===== src/hsw_consts.vh =====
`ifndef HSW_CONSTS_VH
`define HSW_CONSTS_VH
// ****************************************************
// Register offsets (word index on the plain port)
// ****************************************************
`define HSW_ADDR_WORD      4'h0
`define HSW_ADDR_CTRL      4'h1
`define HSW_ADDR_ALERT_EN  4'h2
`define HSW_ADDR_TURN_THR  4'h3
`define HSW_ADDR_QS_THR    4'h4
`define HSW_ADDR_STATE     4'h5
`define HSW_ADDR_DIAG      4'h6
`define HSW_ADDR_FETCH     4'h7
// ****************************************************
// Health word bit positions
// ****************************************************
`define HSW_BIT_FATAL      0
`define HSW_BIT_HW_FAULT   1
`define HSW_BIT_LINK_FAULT 2
`define HSW_BIT_SW_FAULT   3
`define HSW_BIT_ANY_ALERT  8
`define HSW_BIT_HW_ALERT   9
`define HSW_BIT_GNSS_ALERT 10
`define HSW_BIT_ALGO_ALERT 11
`define HSW_BIT_SENS_ALERT 12
// ****************************************************
// Control register fields
// ****************************************************
`define HSW_CTL_REINIT     0
`define HSW_CTL_DYNAMIC    1
`define HSW_CTL_TURN_IND   2
// ****************************************************
// Reset values
// ****************************************************
`define HSW_CTRL_RST       3'h2
`define HSW_ALERT_EN_RST   4'hE
`define HSW_TURN_THR_RST   16'h00A0
`define HSW_QS_THR_RST     16'h0030
`endif


===== src/hsw_health_word.v =====
// Strobed register access and the register offsets are this design's own decisions.
`timescale 1ns/10ps
`include "hsw_consts.vh"
// Behaviour
// - A two-byte health word accompanies every measurement packet.
// - Low byte holds error flags, high byte holds programmable status alerts.
// - Bit 0 is the fatal fault flag, 1 after a fatal error.
// - Bit 1 shows an internal hardware fault.
// - Bit 2 shows a communication fault.
// - Bit 3 shows an internal software fault.
// - Bit 8 is the OR of all asserted and enabled alerts.
// - Each alert type is enabled separately; hardware alert off by default.
// - Bit 10 shows missing satellite-navigation link.
// - Bit 11 shows initialization or high-gain estimation.
// - Bit 12 shows a sensor over-range.
// - Reinit off: over-range raises sensor alert, operation continues.
// - Reinit on: over-range sets fatal flag until quasi-static, then restart.
// - Quasi-static means every filtered rate magnitude below threshold.
// - Reinit-on-rate-limit is off after reset.
// - Dynamic motion off forces high gain; dynamic motion defaults on.
// - Yaw rate above turn threshold reduces accelerometer feedback gain.
// - Turn threshold defaults to 10.0 deg/s about z, adjustable.
// - Optionally the algorithm alert also shows a detected turn.
// - Fetch-packet command returns a diagnostic packet of subsystem status.
module hsw_health_word (
  // Clock and reset
  input  wire        clk_i,
  input  wire        nrst_i,
  // Register port
  input  wire [3:0]  reg_addr_i,
  input  wire [15:0] reg_wdata_i,
  input  wire        reg_wr_i,
  input  wire        reg_rd_i,
  output reg  [15:0] reg_rdata_o,
  // Subsystem fault and status levels (asynchronous)
  input  wire        hw_fault_i,
  input  wire        link_fault_i,
  input  wire        sw_fault_i,
  input  wire        gnss_missing_i,
  input  wire        algo_init_i,
  input  wire        rate_limit_exceeded_i,
  // Filtered rates, signed, 1/16 deg/s per LSB (same clock)
  input  wire [15:0] rate_x_i,
  input  wire [15:0] rate_y_i,
  input  wire [15:0] rate_z_i,
  // Packet emission
  input  wire        packet_emit_i,
  output reg  [15:0] health_status_word_o,
  output reg         packet_word_valid_o,
  // Estimator control
  output reg         high_gain_o,
  output reg         reduced_gain_o,
  output reg         algo_restart_o,
  // Diagnostic packet
  output reg         diag_packet_valid_o,
  output reg  [15:0] diag_packet_o
);

  // ****************************************************
  // Local states
  // ****************************************************
  localparam ST_RUN     = 2'h0;
  localparam ST_HOLD    = 2'h1;
  localparam ST_RESTART = 2'h2;

  // Magnitude of a signed rate
  function [15:0] rate_mag;
    input [15:0] r;
    begin
      // Most negative input maps to 16'h8000, above any threshold below 16'h8000
      rate_mag = r[15] ? (~r + 16'h0001) : r;
    end
  endfunction

  // Register index hit for a write strobe
  function wr_hit;
    input       wr;
    input [3:0] addr;
    input [3:0] idx;
    begin
      wr_hit = wr && (addr == idx);
    end
  endfunction

  // ****************************************************
  // Input synchronisers
  // ****************************************************
  reg  [5:0] sync_a;
  reg  [5:0] sync_b;
  wire [5:0] async_in;
  // Bit order of the synchroniser bank
  assign async_in[0] = hw_fault_i;
  assign async_in[1] = link_fault_i;
  assign async_in[2] = sw_fault_i;
  assign async_in[3] = gnss_missing_i;
  assign async_in[4] = algo_init_i;
  assign async_in[5] = rate_limit_exceeded_i;

  // Two flops per input before any logic; sync_a may go metastable
  genvar gi;
  generate
    for (gi = 0; gi < 6; gi = gi + 1) begin : g_sync
      always @(posedge clk_i) begin
        if (!nrst_i) begin
          sync_a[gi] <= 1'h0;
          sync_b[gi] <= 1'h0;
        end else begin
          sync_a[gi] <= async_in[gi];
          sync_b[gi] <= sync_a[gi];
        end
      end
    end
  endgenerate

  // Only the second flop is read
  wire hw_f   = sync_b[0];
  wire link_f = sync_b[1];
  wire sw_f   = sync_b[2];
  wire gnss_m = sync_b[3];
  wire init_s = sync_b[4];
  wire over_r = sync_b[5];

  // ****************************************************
  // Configuration registers
  // ****************************************************
  // Software-visible settings
  reg  [2:0]  ctrl;
  reg  [3:0]  alert_en;
  reg  [15:0] turn_thr;
  reg  [15:0] qs_thr;
  reg         fetch_req;

  // Control: reinit off, dynamic motion on, turn indication off
  always @(posedge clk_i) begin
    if (!nrst_i)
      ctrl <= `HSW_CTRL_RST;
    else if (wr_hit(reg_wr_i, reg_addr_i, `HSW_ADDR_CTRL))
      ctrl <= reg_wdata_i[2:0];
  end

  // Alert enables; hardware alert starts disabled
  always @(posedge clk_i) begin
    if (!nrst_i)
      alert_en <= `HSW_ALERT_EN_RST;
    else if (wr_hit(reg_wr_i, reg_addr_i, `HSW_ADDR_ALERT_EN))
      alert_en <= reg_wdata_i[3:0];
  end

  // Turn threshold, 1/16 deg/s per LSB
  always @(posedge clk_i) begin
    if (!nrst_i)
      turn_thr <= `HSW_TURN_THR_RST;
    else if (wr_hit(reg_wr_i, reg_addr_i, `HSW_ADDR_TURN_THR))
      turn_thr <= reg_wdata_i;
  end

  // Quasi-static threshold, same scale
  always @(posedge clk_i) begin
    if (!nrst_i)
      qs_thr <= `HSW_QS_THR_RST;
    else if (wr_hit(reg_wr_i, reg_addr_i, `HSW_ADDR_QS_THR))
      qs_thr <= reg_wdata_i;
  end

  // Fetch command: any write to its index, one-cycle request
  always @(posedge clk_i) begin
    if (!nrst_i)
      fetch_req <= 1'h0;
    else
      fetch_req <= wr_hit(reg_wr_i, reg_addr_i, `HSW_ADDR_FETCH);
  end

  // Control fields
  wire reinit_on_rate_limit = ctrl[`HSW_CTL_REINIT];
  wire dynamic_motion       = ctrl[`HSW_CTL_DYNAMIC];
  wire turn_indicate        = ctrl[`HSW_CTL_TURN_IND];

  // ****************************************************
  // Motion detection
  // ****************************************************
  // Per-axis magnitudes of the filtered rates
  wire [15:0] mag_x = rate_mag(rate_x_i);
  wire [15:0] mag_y = rate_mag(rate_y_i);
  wire [15:0] mag_z = rate_mag(rate_z_i);

  // Each axis strictly below the quasi-static threshold
  wire still_x = (mag_x < qs_thr);
  wire still_y = (mag_y < qs_thr);
  wire still_z = (mag_z < qs_thr);

  // Restart allowed only when every axis is still
  wire quasi_static = still_x && still_y && still_z;

  // Yaw is the z axis; strictly above the threshold
  wire turn_det     = (mag_z > turn_thr);

  // ****************************************************
  // Over-range restart sequencer
  // ****************************************************
  // Hold entry and exit conditions
  wire hold_enter = over_r && reinit_on_rate_limit;
  wire hold_leave = !over_r && quasi_static;

  // Restart sequencer state
  reg [1:0] rst_state;
  reg [1:0] next_rst_state;

  // Next state
  always @* begin
    next_rst_state = rst_state;
    case (rst_state)
      ST_RUN: begin
        // Without reinit an over-range only raises the sensor alert
        if (hold_enter)
          next_rst_state = ST_HOLD;
      end
      ST_HOLD: begin
        // Fatal flag stays up through the whole hold
        if (hold_leave)
          next_rst_state = ST_RESTART;
      end
      ST_RESTART: begin
        // Normal start is attempted as the hold ends
        next_rst_state = ST_RUN;
      end
      default:    next_rst_state = ST_RUN;
    endcase
  end

  // State register
  always @(posedge clk_i) begin
    if (!nrst_i)
      rst_state <= ST_RUN;
    else
      rst_state <= next_rst_state;
  end

  // Fatal while holding or restarting
  wire fatal_fault_flag = (rst_state != ST_RUN);

  // ****************************************************
  // Health word assembly
  // ****************************************************
  wire       hw_alert           = hw_f;
  wire       gnss_link_alert    = gnss_m;
  wire       algo_alert         = init_s || high_gain_o ||
                                  (turn_indicate && turn_det);
  wire       sensor_limit_alert = over_r;
  // Each alert gated by its own enable
  wire       hw_alert_on     = hw_alert && alert_en[0];
  wire       gnss_alert_on   = gnss_link_alert && alert_en[1];
  wire       algo_alert_on   = algo_alert && alert_en[2];
  wire       sensor_alert_on = sensor_limit_alert && alert_en[3];
  wire [3:0] alerts = {sensor_alert_on, algo_alert_on,
                       gnss_alert_on, hw_alert_on};
  wire       any_alert_flag = |alerts;
  reg  [15:0] next_word;

  // Bit by bit; spare positions held low for a stable word
  always @* begin
    next_word = 16'h0000;
    // Error byte
    next_word[`HSW_BIT_FATAL]      = fatal_fault_flag;
    next_word[`HSW_BIT_HW_FAULT]   = hw_f;
    next_word[`HSW_BIT_LINK_FAULT] = link_f;
    next_word[`HSW_BIT_SW_FAULT]   = sw_f;
    // Status byte, masked by the enables
    next_word[`HSW_BIT_ANY_ALERT]  = any_alert_flag;
    next_word[`HSW_BIT_HW_ALERT]   = alerts[0];
    next_word[`HSW_BIT_GNSS_ALERT] = alerts[1];
    next_word[`HSW_BIT_ALGO_ALERT] = alerts[2];
    next_word[`HSW_BIT_SENS_ALERT] = alerts[3];
  end

  // Word refreshed every cycle so each packet carries current flags
  always @(posedge clk_i) begin
    if (!nrst_i)
      health_status_word_o <= 16'h0000;
    else
      health_status_word_o <= next_word;
  end

  // Packet strobe delayed to line up with the word
  always @(posedge clk_i) begin
    if (!nrst_i)
      packet_word_valid_o <= 1'h0;
    else
      packet_word_valid_o <= packet_emit_i;
  end

  // ****************************************************
  // Estimator gain control
  // ****************************************************
  // High gain while dynamic motion is off
  always @(posedge clk_i) begin
    if (!nrst_i)
      high_gain_o <= 1'h0;
    else
      high_gain_o <= !dynamic_motion;
  end

  // Turn coasting; high gain takes precedence over it
  always @(posedge clk_i) begin
    if (!nrst_i)
      reduced_gain_o <= 1'h0;
    else
      reduced_gain_o <= turn_det && dynamic_motion;
  end

  // One-cycle restart request as the hold is left
  always @(posedge clk_i) begin
    if (!nrst_i)
      algo_restart_o <= 1'h0;
    else
      algo_restart_o <= (rst_state == ST_RESTART);
  end

  // ****************************************************
  // Diagnostic packet
  // ****************************************************
  reg [15:0] next_diag;

  // Snapshot of every subsystem's status
  always @* begin
    next_diag      = 16'h0000;
    next_diag[0]   = fatal_fault_flag;
    next_diag[1]   = hw_f;
    next_diag[2]   = link_f;
    next_diag[3]   = sw_f;
    next_diag[4]   = hw_f;
    next_diag[5]   = gnss_m;
    next_diag[6]   = init_s;
    next_diag[7]   = over_r;
    next_diag[9:8] = rst_state;
    next_diag[10]  = quasi_static;
    next_diag[11]  = turn_det;
  end

  // One-cycle valid; data stands until the next fetch
  always @(posedge clk_i) begin
    if (!nrst_i) begin
      diag_packet_valid_o <= 1'h0;
      diag_packet_o       <= 16'h0000;
    end else begin
      diag_packet_valid_o <= fetch_req;
      if (fetch_req)
        diag_packet_o <= next_diag;
    end
  end

  // ****************************************************
  // Register read port
  // ****************************************************
  reg [15:0] next_rdata;

  // Read multiplexer; unmapped indices read zero
  always @* begin
    case (reg_addr_i)
      `HSW_ADDR_WORD:     next_rdata = health_status_word_o;
      `HSW_ADDR_CTRL:     next_rdata = {13'h0000, ctrl};
      `HSW_ADDR_ALERT_EN: next_rdata = {12'h000, alert_en};
      `HSW_ADDR_TURN_THR: next_rdata = turn_thr;
      `HSW_ADDR_QS_THR:   next_rdata = qs_thr;
      `HSW_ADDR_STATE:    next_rdata = {11'h000, turn_det, quasi_static,
                                        1'h0, rst_state};
      `HSW_ADDR_DIAG:     next_rdata = diag_packet_o;
      default:            next_rdata = 16'h0000;
    endcase
  end

  // Data stands one cycle after the strobe, zero otherwise
  always @(posedge clk_i) begin
    if (!nrst_i)
      reg_rdata_o <= 16'h0000;
    else if (reg_rd_i)
      reg_rdata_o <= next_rdata;
    else
      reg_rdata_o <= 16'h0000;
  end

endmodule


===== config.mk =====
export PLATFORM = sky130hd
export DESIGN_NAME = hsw_health_word
export DESIGN_NICKNAME = d
export VERILOG_FILES = /design/src/hsw_health_word.v
export VERILOG_INCLUDE_DIRS = /design/src
export SDC_FILE = /design/constraint.sdc
export NUM_CORES = 1
export LEC_CHECK = 0
export CAP_MARGIN = 20
export CORE_AREA = 2 2 125 127
export DETAILED_ROUTE_END_ITERATION = 6
export DIE_AREA = 0 0 127 129
export DONT_BUFFER_PORTS = 1
export PLACE_DENSITY = 0.58
export SYNTH_ARGS = -nofsm -noshare
export SYNTH_HDL_FRONTEND = slang
export SYNTH_SLANG_ARGS = --single-unit

===== constraint.sdc =====
create_clock -name clk_i -period 4.3 [get_ports clk_i]
set_clock_uncertainty 0.15 [all_clocks]
set_input_delay 0.43 -clock clk_i [delete_from_list [all_inputs] [get_ports clk_i]]
set_output_delay 0.43 -clock clk_i [all_outputs]
set_load 0.02 [all_outputs]

==> impl_metrics.tcl <==
set metrics [dict create \
    grt_usage 0.195 \
    cts_num_sinks 95 \
    dr.pass1.iters 4 \
    worstHoldStart "nrst_i" \
    max_freq_ghz 0.270 \
    r2r_setup_slack_ns 1.81 \
    viasPerCell 5.60 \
    io_buffers 0 \
    peakVddDrop_uv 236 \
    final_cell_area_sq_um 6360 \
    n_antenna_cell 0 \
    final_antenna_net_count 0 \
    cts_max_path_buffers 2 \
    syn-cell-area_sq_um 5890 \
    detailed_place_hpwl_um 12900 \
    status "complete, no violations" \
    postSynthAreaPerCell_sq_um 8.44 \
    io-pin-count 132 \
    period_share 0.861 \
    critPathArrivalTime_ns 3.79 \
    period_needed_ns 3.70 \
    fin_setup_tns_ns 0 \
    p_per_area_nw_per_um2 331 \
    total_leakage_power_uw 0.00235 \
    cp_slowest_cell "or4_1" \
    crit_path_cell_trace "or4_4 > or3_1 > or4_4 > o31ai_4 > xnor2_1 > ha_1 > nand4_1 > or4_1 > nor4_1 > nor4_1 > buf_4 > a32o_1" \
    rsz0062_at_grt "false" \
    clk_latency_ns 0.34 \
    setup-violations-final 0 \
    crit_type "in -> reg" \
    core_sq_um 15000 \
    setup_slack_ns 0.597 \
    post_dp_cell_area_sq_um 6010 \
    final_max_slew_viol_count 0 \
    vias 4926 \
    yosysSeqAreaShare 0.323 \
    cts_buffers 9 \
    cts_tree "built" \
    ys_ff_latch 95 \
    drv_cap 0 \
    initial_core_util 0.393 \
    fp-row-count 45 \
    die_y_um 129 \
    grt_pass1_wl_um 25100 \
    grt-ovfl-total 0 \
    async_flop_share 0 \
    postSynthCellCount 698 \
    fin_nets 829 \
    end_kind "flip-flop" \
    syn_to_final_growth_pct 7.92 \
    dieArea_sq_um 16400 \
    synth.distinct_cells 54 \
    worst_pin_slew_ns 0.790 \
    cp-start-kind "input port" \
    cts_setup_buffers 0 \
    ys.flop_type "dfxtp_1" \
    routed_wl_um 16200 \
    cts_resized 0 \
    critPathLaunch "rate_y_i[5]" \
    htree_num_levels 3 \
    gp_congestion 0.827 \
    fillers 1498 \
    cp_max_fo 4 \
    holdBufCountCts 0 \
    grt_pass1_vias 4706 \
    drive_above_1_share 0.0492 \
    grt_max_degree 82 \
    antenna_found_initial 0 \
    clkTransAtPathRegs_ns 0.07 \
    synth_edf_count 0 \
    wl_per_cell_um 18.5 \
    min_path_type "in -> reg" \
    clockRootBuffer "clkbuf_16" \
    dp_slack_ns 0.268 \
    drc 0 \
    die_w_um 127 \
    timing.hold.ws_ns 0.0406 \
    cp.required_ns 4.39 \
    yosysWarnings 0 \
    slowest_delay_ns 0.55 \
    hold_viol 0 \
    drt_iter0_drc 364 \
    rr_startpoint "turn_thr[1]" \
    relSlewSlack 0.474 \
]
==> layout by cell type (no fill, tap or decap), types with 16 or more instances in the layout <==
cell type  instances
nor2_1            26
a21oi_1           32
nor2b_1           18
inv_1             38
xnor2_1           39
a21boi_0          29
mux2i_1           16
o21ai_0           25
ha_1              64
nand2_1          117
dfxtp_1           95
and2_1            19
==> flip-flops by register name (all words and copies together), names as in the netlist <==
signal,cells
alert_en,4
algo_restart_o,1
ctrl,3
diag_packet_o,11
diag_packet_valid_o,1
fetch_req,1
gnss_link_alert,1
health_status_word_o,9
high_gain_o,1
hw_alert,1
init_s,1
link_f,1
over_r,1
packet_word_valid_o,1
qs_thr,16
reduced_gain_o,1
reg_rdata_o,16
rst_state,2
sw_f,1
sync_a,6
turn_thr,16
==> final timing paths <==
path / to / cells past startpoint
max: diag_packet_o[10] / 12
max reg2reg: health_status_word_o[8] / 8
min reg2reg: over_r / 1
min: alert_en[2] / 1
==> cell usage after synthesis (all sizes together) (6+ instances only) <==
| library cell | count | area, sq um |
|---|---|---|
| a21boi | 29 | 218 |
| a21oi | 32 | 160 |
| a22oi | 11 | 82.6 |
| and2 | 19 | 119 |
| buf | 15 | 101 |
| clkbuf | 23 | 86.3 |
| dfxtp | 95 | 1900 |
| ha | 64 | 801 |
| inv | 38 | 143 |
| mux2 | 6 | 67.6 |
| mux2i | 16 | 160 |
| nand2 | 117 | 439 |
| nand2b | 10 | 62.6 |
| nand4 | 6 | 37.5 |
| nor2 | 26 | 97.6 |
| nor2b | 18 | 113 |
| nor3 | 11 | 55.1 |
| nor4 | 8 | 50.1 |
| o21ai | 25 | 125 |
| o31ai | 10 | 88.8 |
| or3 | 8 | 50.1 |
| xnor2 | 39 | 342 |
==> cells by family (layout without fill, tap and decap cells) <==
group,Yosys count,after routing,share of synthesized area
other,1,11,0.000636
multiplexers,23,23,0.0425
AND/OR/NAND/NOR,253,253,0.213
flip-flops,95,95,0.323
adder cells (fa/ha/maj),64,64,0.136
AO/OA/AOI/OAI,147,147,0.171
buffers and inverters,76,59,0.0561
XOR/XNOR,39,39,0.0580
==> power by group <==
part / internal [uW] / switching (uW) / leakage (uW)
combinational: 129 / 148 / 0.00141
sequential: 895 / 17.3 / 0.000770
clock: 573 / 344 / 0.000164
total: 1600 / 508 / 0.00235
==> per-stage QoR <==
| step | std cells | total power [uW] | utilization |
|---|---|---|---|
| floorplan | 708 | 1170 | - |
| global placement | 863 | 1200 | 0.402 |
| detailed placement | 863 | 1210 | 0.402 |
| CTS | 879 | 2120 | 0.425 |
| global route | 879 | 2190 | 0.425 |
| finish | 879 | 2110 | 0.425 |
==> worst max-delay path: cells and delay by family <==
| family | cells | cell delay, ns |
|---|---|---|
| adders and majority gates | 1 | 0.30 |
| xor gates and xnor gates | 1 | 0.10 |
| AOI/OAI and AO/OA | 2 | 0.42 |
| and+or+nand+nor | 7 | 2.36 |
| buffers and inverters | 1 | 0.17 |
==> cell type report <==
type	instances	area, sq um	area share
tap	188	235	0.0370
clock inverter	6	115	0.0181
timing repair buffer	5	37.5	0.00590
clock buffer	10	229	0.0360
sequential	95	1900	0.299
multi-input combinational	537	3700	0.581
inverter	38	143	0.0224
==> per-layer routing <==
layer / share of wire / global-route usage
met4: 0.014 / 0.0472
met2: 0.49 / 0.330
met1: 0.42 / 0.247
met5: 0 / 0
met3: 0.076 / 0.0561
Note: power is estimated with default switching activity, not from simulation.
